--- src/rtl/miw_pkg.sv ---
// Constants shared by the interrupt controller and watchdog.
// Assumes a 20 MHz instruction clock.
package miw_pkg;
    localparam int CLK_HZ = 20000000;
    localparam int NUM_SRC = 11;

    // Interrupt source bit positions in the flag and enable registers
    localparam int SRC_TIMER_A = 0;
    localparam int SRC_TIMER_B = 1;
    localparam int SRC_TIMER_C = 2;
    localparam int SRC_TIMER_D = 3;
    localparam int SRC_EXT_A = 4;
    localparam int SRC_EXT_B = 5;
    localparam int SRC_WATCHDOG = 6;
    localparam int SRC_PIN_CHANGE = 7;
    localparam int SRC_LVD = 8;
    localparam int SRC_CMP = 9;
    localparam int SRC_ADC = 10;

    // Register addresses
    localparam logic [3:0] ADDR_FLAG = 4'h0;
    localparam logic [3:0] ADDR_ENABLE = 4'h1;
    localparam logic [3:0] ADDR_STATUS = 4'h2;
    localparam logic [3:0] ADDR_POWER = 4'h3;
    localparam logic [3:0] ADDR_PRESCALE = 4'h4;
    localparam logic [3:0] ADDR_WAKE_A = 4'h5;
    localparam logic [3:0] ADDR_WAKE_B = 4'h6;
    localparam logic [3:0] ADDR_EXT_CFG = 4'h7;
    localparam logic [3:0] ADDR_OSC_CTRL = 4'h8;

    // Field positions
    localparam int STATUS_TIMEOUT_BIT = 4;
    localparam int POWER_WDT_RUN_BIT = 7;
    localparam int PRESCALE_ASSIGN_BIT = 3;
    localparam int EXT_A_SEL_BIT = 0;
    localparam int EXT_B_SEL_BIT = 1;
    localparam int EXT_EDGE_BIT = 2;
    localparam int OSC_CMP_OUT_BIT = 7;

    // Fetch vectors
    localparam logic [10:0] VEC_SOFT_TRAP = 11'h001;
    localparam logic [10:0] VEC_HW_IRQ = 11'h008;

    // Reset values
    localparam logic [7:0] POWER_RESET = 8'h80;
    localparam logic [7:0] PRESCALE_RESET = 8'h00;

    // Watchdog base periods in microseconds (3.5 ms written as 3500 us)
    localparam int WDT_PERIOD_0_US = 3500;
    localparam int WDT_PERIOD_1_US = 15000;
    localparam int WDT_PERIOD_2_US = 60000;
    localparam int WDT_PERIOD_3_US = 250000;
    localparam int WDT_CYC_0 = WDT_PERIOD_0_US * (CLK_HZ / 1000000);
    localparam int WDT_CYC_1 = WDT_PERIOD_1_US * (CLK_HZ / 1000000);
    localparam int WDT_CYC_2 = WDT_PERIOD_2_US * (CLK_HZ / 1000000);
    localparam int WDT_CYC_3 = WDT_PERIOD_3_US * (CLK_HZ / 1000000);
    localparam int WDT_CNT_W = 23;
endpackage : miw_pkg

--- src/rtl/miw_edge_detect.sv ---
// One-bit change and edge detector on a synchronous input.
// Assumes the input is already synchronous to clk.
`timescale 1ns/1ps
module miw_edge_detect (
    input wire logic clk,
    input wire logic reset,
    input wire logic level,
    output logic changed,
    output logic rose,
    output logic fell
);
    typedef struct packed {
        logic last;
        logic seen;
    } miw_edge_s;

    miw_edge_s state;
    miw_edge_s next_state;

    always_comb begin
        next_state = state;
        next_state.last = level;
        next_state.seen = 1'b1;
    end

    always_ff @(posedge clk or posedge reset) begin
        if (reset) begin
            state <= '0;
        end else begin
            state <= next_state;
        end
    end

    // First cycle after reset only primes the history
    assign changed = state.seen && (level != state.last);
    assign rose = state.seen && level && !state.last;
    assign fell = state.seen && !level && state.last;
endmodule : miw_edge_detect

--- src/rtl/miw_irq_ctrl.sv ---
// Interrupt controller top with watchdog.
// Assumes events are one-cycle pulses and pins are synchronous to clk.
//
// Implementation choices: strobed register access and the placing of the registers.
`timescale 1ns/1ps
module miw_irq_ctrl #(
    parameter int WDT_CYC_0 = miw_pkg::WDT_CYC_0,
    parameter int WDT_CYC_1 = miw_pkg::WDT_CYC_1,
    parameter int WDT_CYC_2 = miw_pkg::WDT_CYC_2,
    parameter int WDT_CYC_3 = miw_pkg::WDT_CYC_3
) (
    input wire logic clk,
    input wire logic reset,
    input wire logic [3:0] addr,
    input wire logic [7:0] writeData,
    input wire logic writeStrobe,
    input wire logic readStrobe,
    output logic [7:0] readData,
    input wire logic enableIrqInstr,
    input wire logic disableIrqInstr,
    input wire logic returnFromIsrInstr,
    input wire logic softTrapInstr,
    input wire logic clearWatchdogInstr,
    input wire logic timerAOverflow,
    input wire logic timerBUnderflow,
    input wire logic timerCUnderflow,
    input wire logic timerDUnderflow,
    input wire logic lowVoltageEvent,
    input wire logic conversionDone,
    input wire logic comparatorOut,
    input wire logic [7:0] portAIn,
    input wire logic [5:0] portBIn,
    input wire logic [7:0] portAIsInput,
    input wire logic [5:0] portBIsInput,
    input wire logic watchdogCfgEnable,
    input wire logic watchdogIrqMode,
    input wire logic [1:0] watchdogPeriodSel,
    output logic fetchRedirect,
    output logic [10:0] fetchVector,
    output logic globalIrqEnable,
    output logic inService,
    output logic watchdogChipReset
);
    typedef struct packed {
        logic [miw_pkg::NUM_SRC-1:0] flags;
        logic [miw_pkg::NUM_SRC-1:0] enables;
        logic globalIrqEnable;
        logic inService;
        logic timeoutStatusN;
        logic [7:0] powerControl;
        logic [7:0] prescaleCtrl;
        logic [7:0] portAWakeEnable;
        logic [5:0] portBWakeEnable;
        logic [2:0] extCfg;
        logic cmpRegistered;
        logic [7:0] readData;
        logic fetchRedirect;
        logic [10:0] fetchVector;
        logic watchdogChipReset;
    } miw_ctrl_s;

    miw_ctrl_s state;
    miw_ctrl_s next_state;

    logic [13:0] pinLevels;
    logic [13:0] pinChanged;
    logic [13:0] pinRose;
    logic [13:0] pinFell;
    logic cmpChanged;
    logic watchdogExpired;
    logic [miw_pkg::NUM_SRC-1:0] events;
    logic [miw_pkg::NUM_SRC-1:0] clearMask;
    logic [13:0] wakeMask;
    logic pinChangeEvent;
    logic extAEvent;
    logic extBEvent;
    logic pending;
    logic watchdogRun;

    assign pinLevels = {portBIn, portAIn};

    // Logic that repeats per pin: one detector each
    genvar g;
    generate
        for (g = 0; g < 14; g++) begin : gPin
            miw_edge_detect uDet (
                .clk(clk),
                .reset(reset),
                .level(pinLevels[g]),
                .changed(pinChanged[g]),
                .rose(pinRose[g]),
                .fell(pinFell[g])
            );
        end
    endgenerate

    miw_edge_detect uCmp (
        .clk(clk),
        .reset(reset),
        .level(comparatorOut),
        .changed(cmpChanged),
        .rose(),
        .fell()
    );

    assign watchdogRun = watchdogCfgEnable
        && state.powerControl[miw_pkg::POWER_WDT_RUN_BIT];

    // counter runs on clk; gated by the config enable and the power control run bit
    miw_watchdog #(
        .CYC_0(WDT_CYC_0),
        .CYC_1(WDT_CYC_1),
        .CYC_2(WDT_CYC_2),
        .CYC_3(WDT_CYC_3)
    ) uWdt (
        .clk(clk),
        .reset(reset),
        .run(watchdogRun),
        .clear(clearWatchdogInstr),
        .periodSel(watchdogPeriodSel),
        .prescaleOn(state.prescaleCtrl[miw_pkg::PRESCALE_ASSIGN_BIT]),
        .rateSel(state.prescaleCtrl[2:0]),
        .irqMode(watchdogIrqMode),
        .expired(watchdogExpired)
    );

    always_comb begin
        wakeMask = {portBIsInput & state.portBWakeEnable,
                    portAIsInput & state.portAWakeEnable};
        // external select masks pin change on the two shared pins
        if (state.extCfg[miw_pkg::EXT_A_SEL_BIT]) begin
            wakeMask[8] = 1'b0;
        end
        if (state.extCfg[miw_pkg::EXT_B_SEL_BIT]) begin
            wakeMask[9] = 1'b0;
        end
        pinChangeEvent = |(pinChanged & wakeMask);
        // polarity bit high selects rising edge
        if (state.extCfg[miw_pkg::EXT_EDGE_BIT]) begin
            extAEvent = state.extCfg[miw_pkg::EXT_A_SEL_BIT] && pinRose[8];
            extBEvent = state.extCfg[miw_pkg::EXT_B_SEL_BIT] && pinRose[9];
        end else begin
            extAEvent = state.extCfg[miw_pkg::EXT_A_SEL_BIT] && pinFell[8];
            extBEvent = state.extCfg[miw_pkg::EXT_B_SEL_BIT] && pinFell[9];
        end

        events = '0;
        events[miw_pkg::SRC_TIMER_A] = timerAOverflow;
        events[miw_pkg::SRC_TIMER_B] = timerBUnderflow;
        events[miw_pkg::SRC_TIMER_C] = timerCUnderflow;
        events[miw_pkg::SRC_TIMER_D] = timerDUnderflow;
        events[miw_pkg::SRC_EXT_A] = extAEvent;
        events[miw_pkg::SRC_EXT_B] = extBEvent;
        events[miw_pkg::SRC_WATCHDOG] = watchdogExpired && watchdogIrqMode;
        events[miw_pkg::SRC_PIN_CHANGE] = pinChangeEvent;
        events[miw_pkg::SRC_LVD] = lowVoltageEvent;
        // only after the oscillator read resynced the registered output
        events[miw_pkg::SRC_CMP] = cmpChanged && (state.cmpRegistered != comparatorOut)
            && (state.cmpRegistered == !comparatorOut);
        events[miw_pkg::SRC_ADC] = conversionDone;

        clearMask = '0;
        next_state = state;
        next_state.fetchRedirect = 1'b0;
        next_state.watchdogChipReset = 1'b0;
        next_state.readData = 8'h00;

        if (writeStrobe) begin
            if (addr == miw_pkg::ADDR_FLAG) begin
                clearMask[7:0] = ~writeData;
            end else if (addr == miw_pkg::ADDR_ENABLE) begin
                next_state.enables[7:0] = writeData;
            end else if (addr == miw_pkg::ADDR_POWER) begin
                next_state.powerControl = writeData;
            end else if (addr == miw_pkg::ADDR_PRESCALE) begin
                next_state.prescaleCtrl = writeData;
            end else if (addr == miw_pkg::ADDR_WAKE_A) begin
                next_state.portAWakeEnable = writeData;
            end else if (addr == miw_pkg::ADDR_WAKE_B) begin
                next_state.portBWakeEnable = writeData[5:0];
            end else if (addr == miw_pkg::ADDR_EXT_CFG) begin
                next_state.extCfg = writeData[2:0];
            end else if (addr == miw_pkg::ADDR_OSC_CTRL) begin
                clearMask[miw_pkg::NUM_SRC-1:8] = ~writeData[2:0];
                next_state.enables[miw_pkg::NUM_SRC-1:8] = writeData[6:4];
            end
        end

        // sticky; a new event wins over the clearing write
        next_state.flags = (state.flags & ~clearMask) | events;

        if (readStrobe) begin
            if (addr == miw_pkg::ADDR_FLAG) begin
                // flag visible only while its enable is set
                next_state.readData = state.flags[7:0] & state.enables[7:0];
            end else if (addr == miw_pkg::ADDR_ENABLE) begin
                next_state.readData = state.enables[7:0];
            end else if (addr == miw_pkg::ADDR_STATUS) begin
                next_state.readData[miw_pkg::STATUS_TIMEOUT_BIT] = state.timeoutStatusN;
            end else if (addr == miw_pkg::ADDR_POWER) begin
                next_state.readData = state.powerControl;
            end else if (addr == miw_pkg::ADDR_PRESCALE) begin
                next_state.readData = state.prescaleCtrl;
            end else if (addr == miw_pkg::ADDR_WAKE_A) begin
                next_state.readData = state.portAWakeEnable;
            end else if (addr == miw_pkg::ADDR_WAKE_B) begin
                next_state.readData = {2'h0, state.portBWakeEnable};
            end else if (addr == miw_pkg::ADDR_EXT_CFG) begin
                next_state.readData = {5'h00, state.extCfg};
            end else if (addr == miw_pkg::ADDR_OSC_CTRL) begin
                next_state.readData = {comparatorOut, state.enables[10:8], 1'b0,
                    state.flags[10:8] & state.enables[10:8]};
                next_state.cmpRegistered = comparatorOut;
            end
        end

        // each timeout clears status and takes the configured action
        if (watchdogExpired) begin
            next_state.timeoutStatusN = 1'b0;
            next_state.watchdogChipReset = !watchdogIrqMode;
        end else if (clearWatchdogInstr
                && state.prescaleCtrl[miw_pkg::PRESCALE_ASSIGN_BIT]) begin
            next_state.timeoutStatusN = 1'b1;
        end

        pending = |(state.flags & state.enables);

        if (enableIrqInstr) begin
            next_state.globalIrqEnable = 1'b1;
        end else if (disableIrqInstr) begin
            next_state.globalIrqEnable = 1'b0;
        end

        if (softTrapInstr) begin
            next_state.fetchRedirect = 1'b1;
            next_state.fetchVector = miw_pkg::VEC_SOFT_TRAP;
            next_state.globalIrqEnable = 1'b0;
            next_state.inService = 1'b1;
        end else if (returnFromIsrInstr) begin
            next_state.globalIrqEnable = 1'b1;
            next_state.inService = 1'b0;
        end else if (pending && state.globalIrqEnable && !state.fetchRedirect) begin
            next_state.fetchRedirect = 1'b1;
            next_state.fetchVector = miw_pkg::VEC_HW_IRQ;
            next_state.globalIrqEnable = 1'b0;
            next_state.inService = 1'b1;
        end
    end

    always_ff @(posedge clk or posedge reset) begin
        if (reset) begin
            state <= '0;
            state.timeoutStatusN <= 1'b1;
            state.powerControl <= miw_pkg::POWER_RESET;
            state.prescaleCtrl <= miw_pkg::PRESCALE_RESET;
        end else begin
            state <= next_state;
        end
    end

    assign readData = state.readData;
    assign fetchRedirect = state.fetchRedirect;
    assign fetchVector = state.fetchVector;
    assign globalIrqEnable = state.globalIrqEnable;
    assign inService = state.inService;
    assign watchdogChipReset = state.watchdogChipReset;
endmodule : miw_irq_ctrl

--- src/rtl/miw_watchdog.sv ---
// Watchdog counter with its base period select and shared prescaler.
// Counts cycles of clk; there is no separate watchdog oscillator tick input.
`timescale 1ns/1ps
module miw_watchdog #(
    parameter int CYC_0 = miw_pkg::WDT_CYC_0,
    parameter int CYC_1 = miw_pkg::WDT_CYC_1,
    parameter int CYC_2 = miw_pkg::WDT_CYC_2,
    parameter int CYC_3 = miw_pkg::WDT_CYC_3
) (
    input wire logic clk,
    input wire logic reset,
    input wire logic run,
    input wire logic clear,
    input wire logic [1:0] periodSel,
    input wire logic prescaleOn,
    input wire logic [2:0] rateSel,
    input wire logic irqMode,
    output logic expired
);
    typedef struct packed {
        logic [miw_pkg::WDT_CNT_W-1:0] count;
        logic [8:0] prescale;
        logic expired;
    } miw_wdt_s;

    miw_wdt_s state;
    miw_wdt_s next_state;
    logic [miw_pkg::WDT_CNT_W-1:0] limit;
    logic [8:0] ratio;
    logic baseDone;

    always_comb begin
        case (periodSel)
            2'h0: limit = miw_pkg::WDT_CNT_W'(CYC_0 - 1);
            2'h1: limit = miw_pkg::WDT_CNT_W'(CYC_1 - 1);
            2'h2: limit = miw_pkg::WDT_CNT_W'(CYC_2 - 1);
            default: limit = miw_pkg::WDT_CNT_W'(CYC_3 - 1);
        endcase
        ratio = 9'h001 << (9'(rateSel) + 9'(irqMode));
        if (!prescaleOn) begin
            ratio = 9'h001;
        end
        baseDone = (state.count == limit);
        next_state = state;
        next_state.expired = 1'b0;
        if (clear) begin
            next_state.count = '0;
            next_state.prescale = '0;
        end else if (run) begin
            if (baseDone) begin
                next_state.count = '0;
                if (state.prescale + 9'h001 >= ratio) begin
                    next_state.prescale = '0;
                    next_state.expired = 1'b1;
                end else begin
                    next_state.prescale = state.prescale + 9'h001;
                end
            end else begin
                next_state.count = state.count + 1'b1;
            end
        end
    end

    always_ff @(posedge clk or posedge reset) begin
        if (reset) begin
            state <= '0;
        end else begin
            state <= next_state;
        end
    end

    assign expired = state.expired;
endmodule : miw_watchdog

--- config.mk ---
export PLATFORM = sky130hd
export DESIGN_NAME = miw_irq_ctrl
export DESIGN_NICKNAME = d
export VERILOG_FILES = /design/src/rtl/miw_pkg.sv /design/src/rtl/miw_edge_detect.sv /design/src/rtl/miw_irq_ctrl.sv /design/src/rtl/miw_watchdog.sv
export SDC_FILE = /design/constraint.sdc
export NUM_CORES = 1
export LEC_CHECK = 0
export BUFFER_PORTS_ARGS = -buffer_cell sky130_fd_sc_hd__buf_2
export CORE_UTILIZATION = 32
export CTS_CLUSTER_SIZE = 12
export DETAILED_ROUTE_END_ITERATION = 7
export PLACE_DENSITY = 0.56
export SETUP_SLACK_MARGIN = 0.2
export SYNTH_ARGS = -nofsm -noshare
export SYNTH_HDL_FRONTEND = slang
export SYNTH_SLANG_ARGS = --single-unit
--- constraint.sdc ---
create_clock -name clk -period 4.85 [get_ports clk]
set_clock_uncertainty 0.2 [all_clocks]
set_input_delay 0.2425 -clock clk [delete_from_list [all_inputs] [get_ports clk]]
set_output_delay 0.2425 -clock clk [all_outputs]
set_load 0.01 [all_outputs]
==> results of run 1 <==
[stage by stage]
step                      hold slack [ns]  worst slack, ns  utilization (%)  instance area, um^2
after floorplan                    0.0739             1.22                -                 6500
after global placement              0.177             1.42             35.3                 6940
after detailed placement            0.179             1.28             35.3                 6940
after CTS                          0.0157             1.16             40.0                 7860
after global routing               0.0250            0.884             40.0                 7860
final                              0.0255             1.17             40.0                 7860
[cell usage after synthesis, drive strengths merged, types with 3 or more instances]
cell	number	area (um^2)
dfrtp	118	2950
nor3	15	80.1
and4	3	28.8
xnor2	9	78.8
o31ai	3	22.5
a22oi	7	52.6
o22ai	4	25.0
nor2b	12	75.1
nand2	80	317
inv	8	30.0
nor3b	4	35.0
a21oi	35	175
and2	8	50.1
o211ai	3	22.5
o2111ai	7	61.3
xor2	15	131
ha	13	163
or3	4	25.0
a21o	6	45.0
a211o	7	61.3
or2	3	18.8
and3	10	62.6
mux2	47	529
nor2	38	143
buf	31	224
a31oi	5	46.3
nand4	17	106
o21ai	40	200
clkbuf	15	56.3
nand2b	18	113
nand3	33	165
[flip-flops by register name, summed over array words and instances (netlist names)]
name	cells
gPin.uDet.state	15
watchdogChipReset	1
readData	8
uCmp.state	1
fetchRedirect	1
inService	1
state	57
uWdt.state	32
globalIrqEnable	1
fetchVector	2
uWdt.expired	1
[cells in the final DEF (no fill, tap or decap), types with 3 or more instances in the layout]
master	count
a211o_1	7
a21o_1	6
a21oi_1	35
a22oi_1	7
a31oi_1	4
and2_1	8
and3_1	10
buf_2	73
clkbuf_16	17
clkinv_4	4
conb_1	10
dfrtp_1	118
dlygate4sd3_1	33
ha_1	13
inv_1	7
inv_6	6
mux2_2	47
nand2_1	79
nand2b_1	18
nand3_1	33
nand4_1	17
nor2_1	37
nor2b_1	12
nor3_1	14
nor3b_1	3
o2111ai_1	7
o211ai_1	3
o21ai_0	38
o22ai_1	4
o31ai_1	3
or2_2	3
or3_1	4
xnor2_1	9
xor2_1	15
[power breakdown]
| group | internal (uW) | leakage [uW] | total, uW | switching (uW) |
|---|---|---|---|---|
| registers | 1120 | 0.00150 | 1220 | 105 |
| clock network | 766 | 0.000289 | 1270 | 502 |
| logic | 187 | 0.00166 | 391 | 204 |
| total | 2070 | 0.00345 | 2880 | 811 |
[kinds of logic after synthesis]
group	count (synthesis)	share of synthesized area (%)
fa+ha+maj	13	2.51
xor+xnor	24	3.25
mux	49	8.48
other cells	2	0.116
compound gates	140	14.5
buf+inv	54	4.79
simple gates	253	19.9
flops	120	46.4
[cell type report]
class	count	area, um^2
Inverter	8	32.5
Sequential cell	120	3010
Fill cell	1987	11800
Tap cell	265	332
Clock buffer	17	425
Multi-Input combinational cell	489	3190
Timing Repair Buffer	108	711
Clock inverter	15	165
[worst register-to-register path: stages, from the launching register on]
cell       delay [ns]
dfrtp_1          0.40
ha_1             0.20
ha_1             0.22
o21ai_0          0.37
nand2_1          0.09
nand2_1          0.08
ha_1             0.21
nand2b_1         0.13
a211o_1          0.29
a2111oi_0        0.58
o2111ai_1        0.39
a21oi_1          0.24
a21o_1           0.10
[layer usage]
| metal | global-route usage, % | part of all wire, % | vias to the layer above |
|---|---|---|---|
| met5 | 0 | 0 | - |
| met4 | 6.32 | 1.5 | 0 |
| met3 | 3.44 | 4.4 | 23 |
| met2 | 26.4 | 46 | 133 |
| met1 | 23.9 | 48 | 2546 |
| li1 | - | - | 2526 |
[worst max path at each step]
stage / start / to / slack (ns) / cells past startpoint
6_report: watchdogIrqMode / uWdt.state[7]$_DFFE_PP0P_ / 1.17 / 14
5_1_grt: watchdogIrqMode / uWdt.state[7]$_DFFE_PP0P_ / 0.88 / 14
4_1_cts: watchdogIrqMode / uWdt.state[5]$_DFFE_PP0P_ / 1.16 / 14
3_5_place_dp: state[39]$_DFFE_PP0P_ / uWdt.state[6]$_DFFE_PP0P_ / 1.28 / 12
3_3_place_gp: watchdogIrqMode / uWdt.state[4]$_DFFE_PP0P_ / 1.42 / 13
2_1_floorplan: reset / fetchRedirect$_DFF_PP0_ / 1.22 / 1
==> impl_metrics.toml, run 1 <==
[clocking]
clock_path_buffers = 2
post_cts_buffers = 0
cts.sinks = 120
cts_buffers = 17
cts_tree = "done"
clk_pin_slew_worst_paths_ns = 0.06
cts-resized-gates = 0
postCtsHoldBufs = 33
worstSkewPairLatency_ns = 0.43
h-tree-depth = 4
cts_root_buf = "clkbuf_16"

[sta]
rsz0062_at_grt = "false"
worstMarginPinSlew_ns = 0.984
finalSetupTns_ns = 0
hold_viol = 0
drv_slew = 0
period_needed_ns = 3.68
setup_viol = 0
fin_crit_sh_pct = 76.0
max_freq_mhz = 271
max_slew_margin_pct = 34.3

[grt]
antenna_found_initial = 0
grt_pass1_wl_mm = 26.9
grt.total_usage_pct = 17.2
grt_max_degree = 54
grt_pass1_vias = 4982
gr-total-overflow = 0

[final_layout]
fin_cells = 1022
layout-drive-gt1-share_pct = 22.6
syn2layout_area_growth_pct = 21.4
finalNetCount = 817
diodes = 0

[drt]
drt-total-wl_mm = 16.6
wire_per_inst_um = 16.2
ant_nets = 0
drc = 0
first_pass_iters = 5
drt-initial-drc-count = 504
via_per_inst = 5.12
vias = 5228

[synth]
synth_area_um2 = 6470
ys_seq_area_share_pct = 46.4
syn_avg_cell_area_um2 = 9.88
ys.warnings.count = 0
syn_inst = 655
async_reset_ff_share_pct = 100
synth-edff-count = 0
synth_flop_cell = "dfrtp_1"
ys_ff_latch = 120
synth.distinct_cells = 67

[critical_path]
ff2ff_path_depth = 12
critPathCaptureType = "flip-flop"
rr_startpoint = "state[39]$_DFFE_PP0P_"
worstSetupPathType = "input port to flip-flop"
r2r_setup_slack_ns = 1.27
critPathRequiredTime_ns = 5.01
crit_chain = "dlygate4sd3_1, buf_2, ha_1, ha_1, o21ai_0, nand2_1, nand2_1, ha_1, nand2b_1, a211o_1, a2111oi_0, o2111ai_1, a21oi_1, a21o_1"
slowest_delay_ns = 0.58
cp_num_buf_inv = 2
r2r_end = "uWdt.state[7]$_DFFE_PP0P_"
critPathArrivalTime_ns = 3.84
cp_slowest_cell = "a2111oi_0"
worstPathMaxFanout = 7
cpLargestDelayFamily = "compound AO/OA/AOI/OAI gates"
startpoint_type = "input port"
cp_common_cell = "ha_1"

[die]
fp.dieW_um = 144
core-area_um2 = 19700
io_pins = 83
initial_utilization_pct = 32.9
die_h_um = 144
row_count = 51
dieArea_um2 = 20800

[power_and_ir_drop]
peakVddDrop_mv = 0.255
power.density_nw_per_um2 = 366
leakagePower_uw = 0.00345
power_uw = 2880

[placement]
numPortBuffers = 73
placedCellCount = 957
gp_congestion = 0.816
dpl.hpwl_mm = 11.7

[status]
status = "finished clean"

[hold_path]
whs_endpoint = "state[78]$_DFF_PP0_"
holdPathStages = 3
hold_path.class = "input port to flip-flop"
hold_start = "writeData[1]"

[run]
cap_viol_max_count = 0
No activity file was read; power rests on OpenSTA's default activity.
==> run 2: changes to the inputs <==
- ABC_AREA: unset -> 1
- PLACE_DENSITY: 0.56 -> 0.58
- clock period: 4.85 -> 3.3 ns (I/O delays scaled with it)
==> run 2 against run 1 <==
Sequential cell count is the same. Cell area grew 9.8%. Clock power grew 54%. Non-clock buffer count grew 15. Clock-buffer cell count grew 2. Sequential share of layout area shrank 3.4 points. Critical path depth grew 4. Die area grew 8.6%. Register-to-register slack lost 0.70 ns. Hold slack lost 0.014 ns. Combinational power grew 45%. Final cell count grew 33%. Largest power group unchanged.
==> impl_metrics.toml, run 2 <==
[critical_path]
r2r_end = "uWdt.state[6]$_DFFE_PP0P_"
worstSetupPathType = "input port to flip-flop"
critPathCaptureType = "flip-flop"
critPathArrivalTime_ns = 2.92
critPathRequiredTime_ns = 3.45
worstPathMaxFanout = 8
startpoint_type = "input port"
ff2ff_path_depth = 16
r2r_setup_slack_ns = 0.57
rr_startpoint = "state[39]$_DFFE_PP0P_"

[die]
initial_utilization_pct = 33.1
io_pins = 83
core-area_um2 = 21300
die_h_um = 150
dieArea_um2 = 22600
fp.dieW_um = 150
row_count = 53

[power_and_ir_drop]
leakagePower_uw = 0.00426
peakVddDrop_mv = 0.288
power.density_nw_per_um2 = 494

[hold_path]
hold_start = "writeData[2]"
whs_endpoint = "state[60]$_DFFE_PP0P_"
holdPathStages = 3
hold_path.class = "input port to flip-flop"

[sta]
hold_viol = 0
max_slew_margin_pct = 54.0
period_needed_ns = 2.77
fin_crit_sh_pct = 83.9
holdWs_ns = 0.0110
drv_slew = 0
setup_viol = 0
rsz0062_at_grt = "false"
finalSetupTns_ns = 0
worstMarginPinSlew_ns = 0.690
max_freq_mhz = 361
fin_ws_ns = 0.530

[synth]
synth_area_um2 = 7040
ys.warnings.count = 0
synth.largest_area_cell = "dfrtp_1"
ys_seq_area_share_pct = 42.7
synth.distinct_cells = 47
async_reset_ff_share_pct = 100
synth_common_cells = "324 x nand2_1, 118 x dfrtp_1, 99 x inv_1"
yosysMostFrequentCell = "nand2_1"
synth-edff-count = 0
synth_flop_cell = "dfrtp_1"
ys_ff_latch = 120
synth_area_leaders = "dfrtp_1 42%, nand2_1 17%, inv_1 5.3%"
synth_top_area_share_pct = 42.0
syn_inst = 964
syn_avg_cell_area_um2 = 7.30

[final_layout]
diodes = 0
layout-drive-gt1-share_pct = 13.8
top_register = "state"
final_common_cell = "nand2_1"
final_cell_mix = "324 x nand2_1, 118 x dfrtp_1, 97 x inv_1"
fin_util_pct = 40.6
syn2layout_area_growth_pct = 22.7
reg_top3 = "state x57, uWdt.state x32, gPin.uDet.state x15"
finalNetCount = 1147
largest_reg_flops = 57

[drt]
ant_nets = 0
wire_per_inst_um = 13.8
drc = 0
first_pass_iters = 5
drt-initial-drc-count = 414
vias = 6478
via_per_inst = 4.76
drt-total-wl_mm = 18.8

[grt]
grt_pass1_vias = 6143
grt_pass1_wl_mm = 31.0
grt.total_usage_pct = 17.7
grt_max_degree = 121
gr-total-overflow = 0
antenna_found_initial = 0

[clocking]
cts_buffers = 17
clk_pin_slew_worst_paths_ns = 0.06
cts_tree = "done"
clock_path_buffers = 2
cts.sinks = 120
cts_root_buf = "clkbuf_16"
h-tree-depth = 4
worstSkewPairLatency_ns = 0.43

[run]
cap_viol_max_count = 0

[placement]
gp_congestion = 0.894
numPortBuffers = 73
dpl.hpwl_mm = 13.6
post-place-ws_ns = 0.491

[status]
status = "finished clean"
[run 2: cell count changes in the layout (fill, tap and decap cells not counted), moves of 12 or more]
cell,delta
nand3_1,+19
inv_1,+90
nand4_1,+16
o21ai_0,+29
mux2_2,-47
a21oi_1,-13
nor2_1,+49
nor2b_1,-12
nand2b_1,-18
nand2_1,+245
dlygate4sd3_1,+13
[run 2: cell type report]
| cell class | instances | area, um^2 |
|---|---|---|
| Clock inverter | 13 | 168 |
| Inverter | 104 | 397 |
| Tap cell | 275 | 344 |
| Multi-Input combinational cell | 708 | 3400 |
| Clock buffer | 19 | 453 |
| Sequential cell | 120 | 3010 |
| Fill cell | 2165 | 12700 |
| Timing Repair Buffer | 123 | 868 |
[run 2: cells by family (layout without fill, tap and decap cells)]
kind of cell / count (synthesis) / in the layout / synth area share, %
buffers and inverters: 144 / 259 / 9.43
other: 2 / 10 / 0.107
adder cells (fa/ha/maj): 13 / 13 / 2.31
AO/OA/AOI/OAI: 122 / 122 / 9.80
XOR/XNOR: 13 / 13 / 1.62
AND/OR/NAND/NOR: 548 / 548 / 33.7
flip-flops: 120 / 120 / 42.7
multiplexers: 2 / 2 / 0.285
[run 2: how the worst max path moves through the flow]
stage / from / to / slack [ns] / cells after the start
finish: watchdogIrqMode / uWdt.state[6]$_DFFE_PP0P_ / 0.53 / 18
global route: watchdogIrqMode / uWdt.state[1]$_DFFE_PP0P_ / 0.28 / 18
CTS: watchdogIrqMode / uWdt.state[6]$_DFFE_PP0P_ / 0.44 / 13
detailed placement: state[39]$_DFFE_PP0P_ / uWdt.state[6]$_DFFE_PP0P_ / 0.49 / 11
global placement: state[39]$_DFFE_PP0P_ / uWdt.state[6]$_DFFE_PP0P_ / 0.57 / 11
floorplan: uWdt.state[1]$_DFFE_PP0P_ / uWdt.state[4]$_DFFE_PP0P_ / 0.80 / 15
[run 2: repair_timing]
action / 4_1_cts / 5_1_grt
buffers inserted: 0 / 0
endpoints found under the hold margin: 186 / 0
hold buffers: 46 / 0
setup endpoints to repair: 0 / 2
resized for setup: 0 / 1
[run 2: layer usage]
metal  share of wire, %  track usage, %
met5                  0               0
met4                1.6            5.71
met3                5.2            3.30
met2                 46            29.4
met1                 47            23.2
[run 2: stage by stage]
step	total power [uW]	area [um^2]	std cells
2_1_floorplan	2120	7070	972
5_1_grt	4490	8630	1362
6_report	4260	8630	1362
3_3_place_gp	2290	7550	1284
4_1_cts	4300	8630	1362
3_5_place_dp	2300	7550	1284
[run 2: power breakdown]
group	total, uW	internal [uW]	switching (uW)
Clock	1950	1230	711
Combinational	567	221	346
Sequential	1750	1630	122
[run 2: worst max-delay path: stages]
cell and delay (ns):
dlygate4sd3_1 0.53, buf_2 0.14, ha_1 0.21, ha_1 0.19
xor2_1 0.18, inv_1 0.08, nor2_1 0.19, nand2_1 0.08
ha_1 0.32, nand2_1 0.09, inv_1 0.04, nand2_1 0.05
nand2_1 0.05, nand2_1 0.05, nand4_1 0.15, inv_2 0.19
nand4_1 0.11, nand2_1 0.09
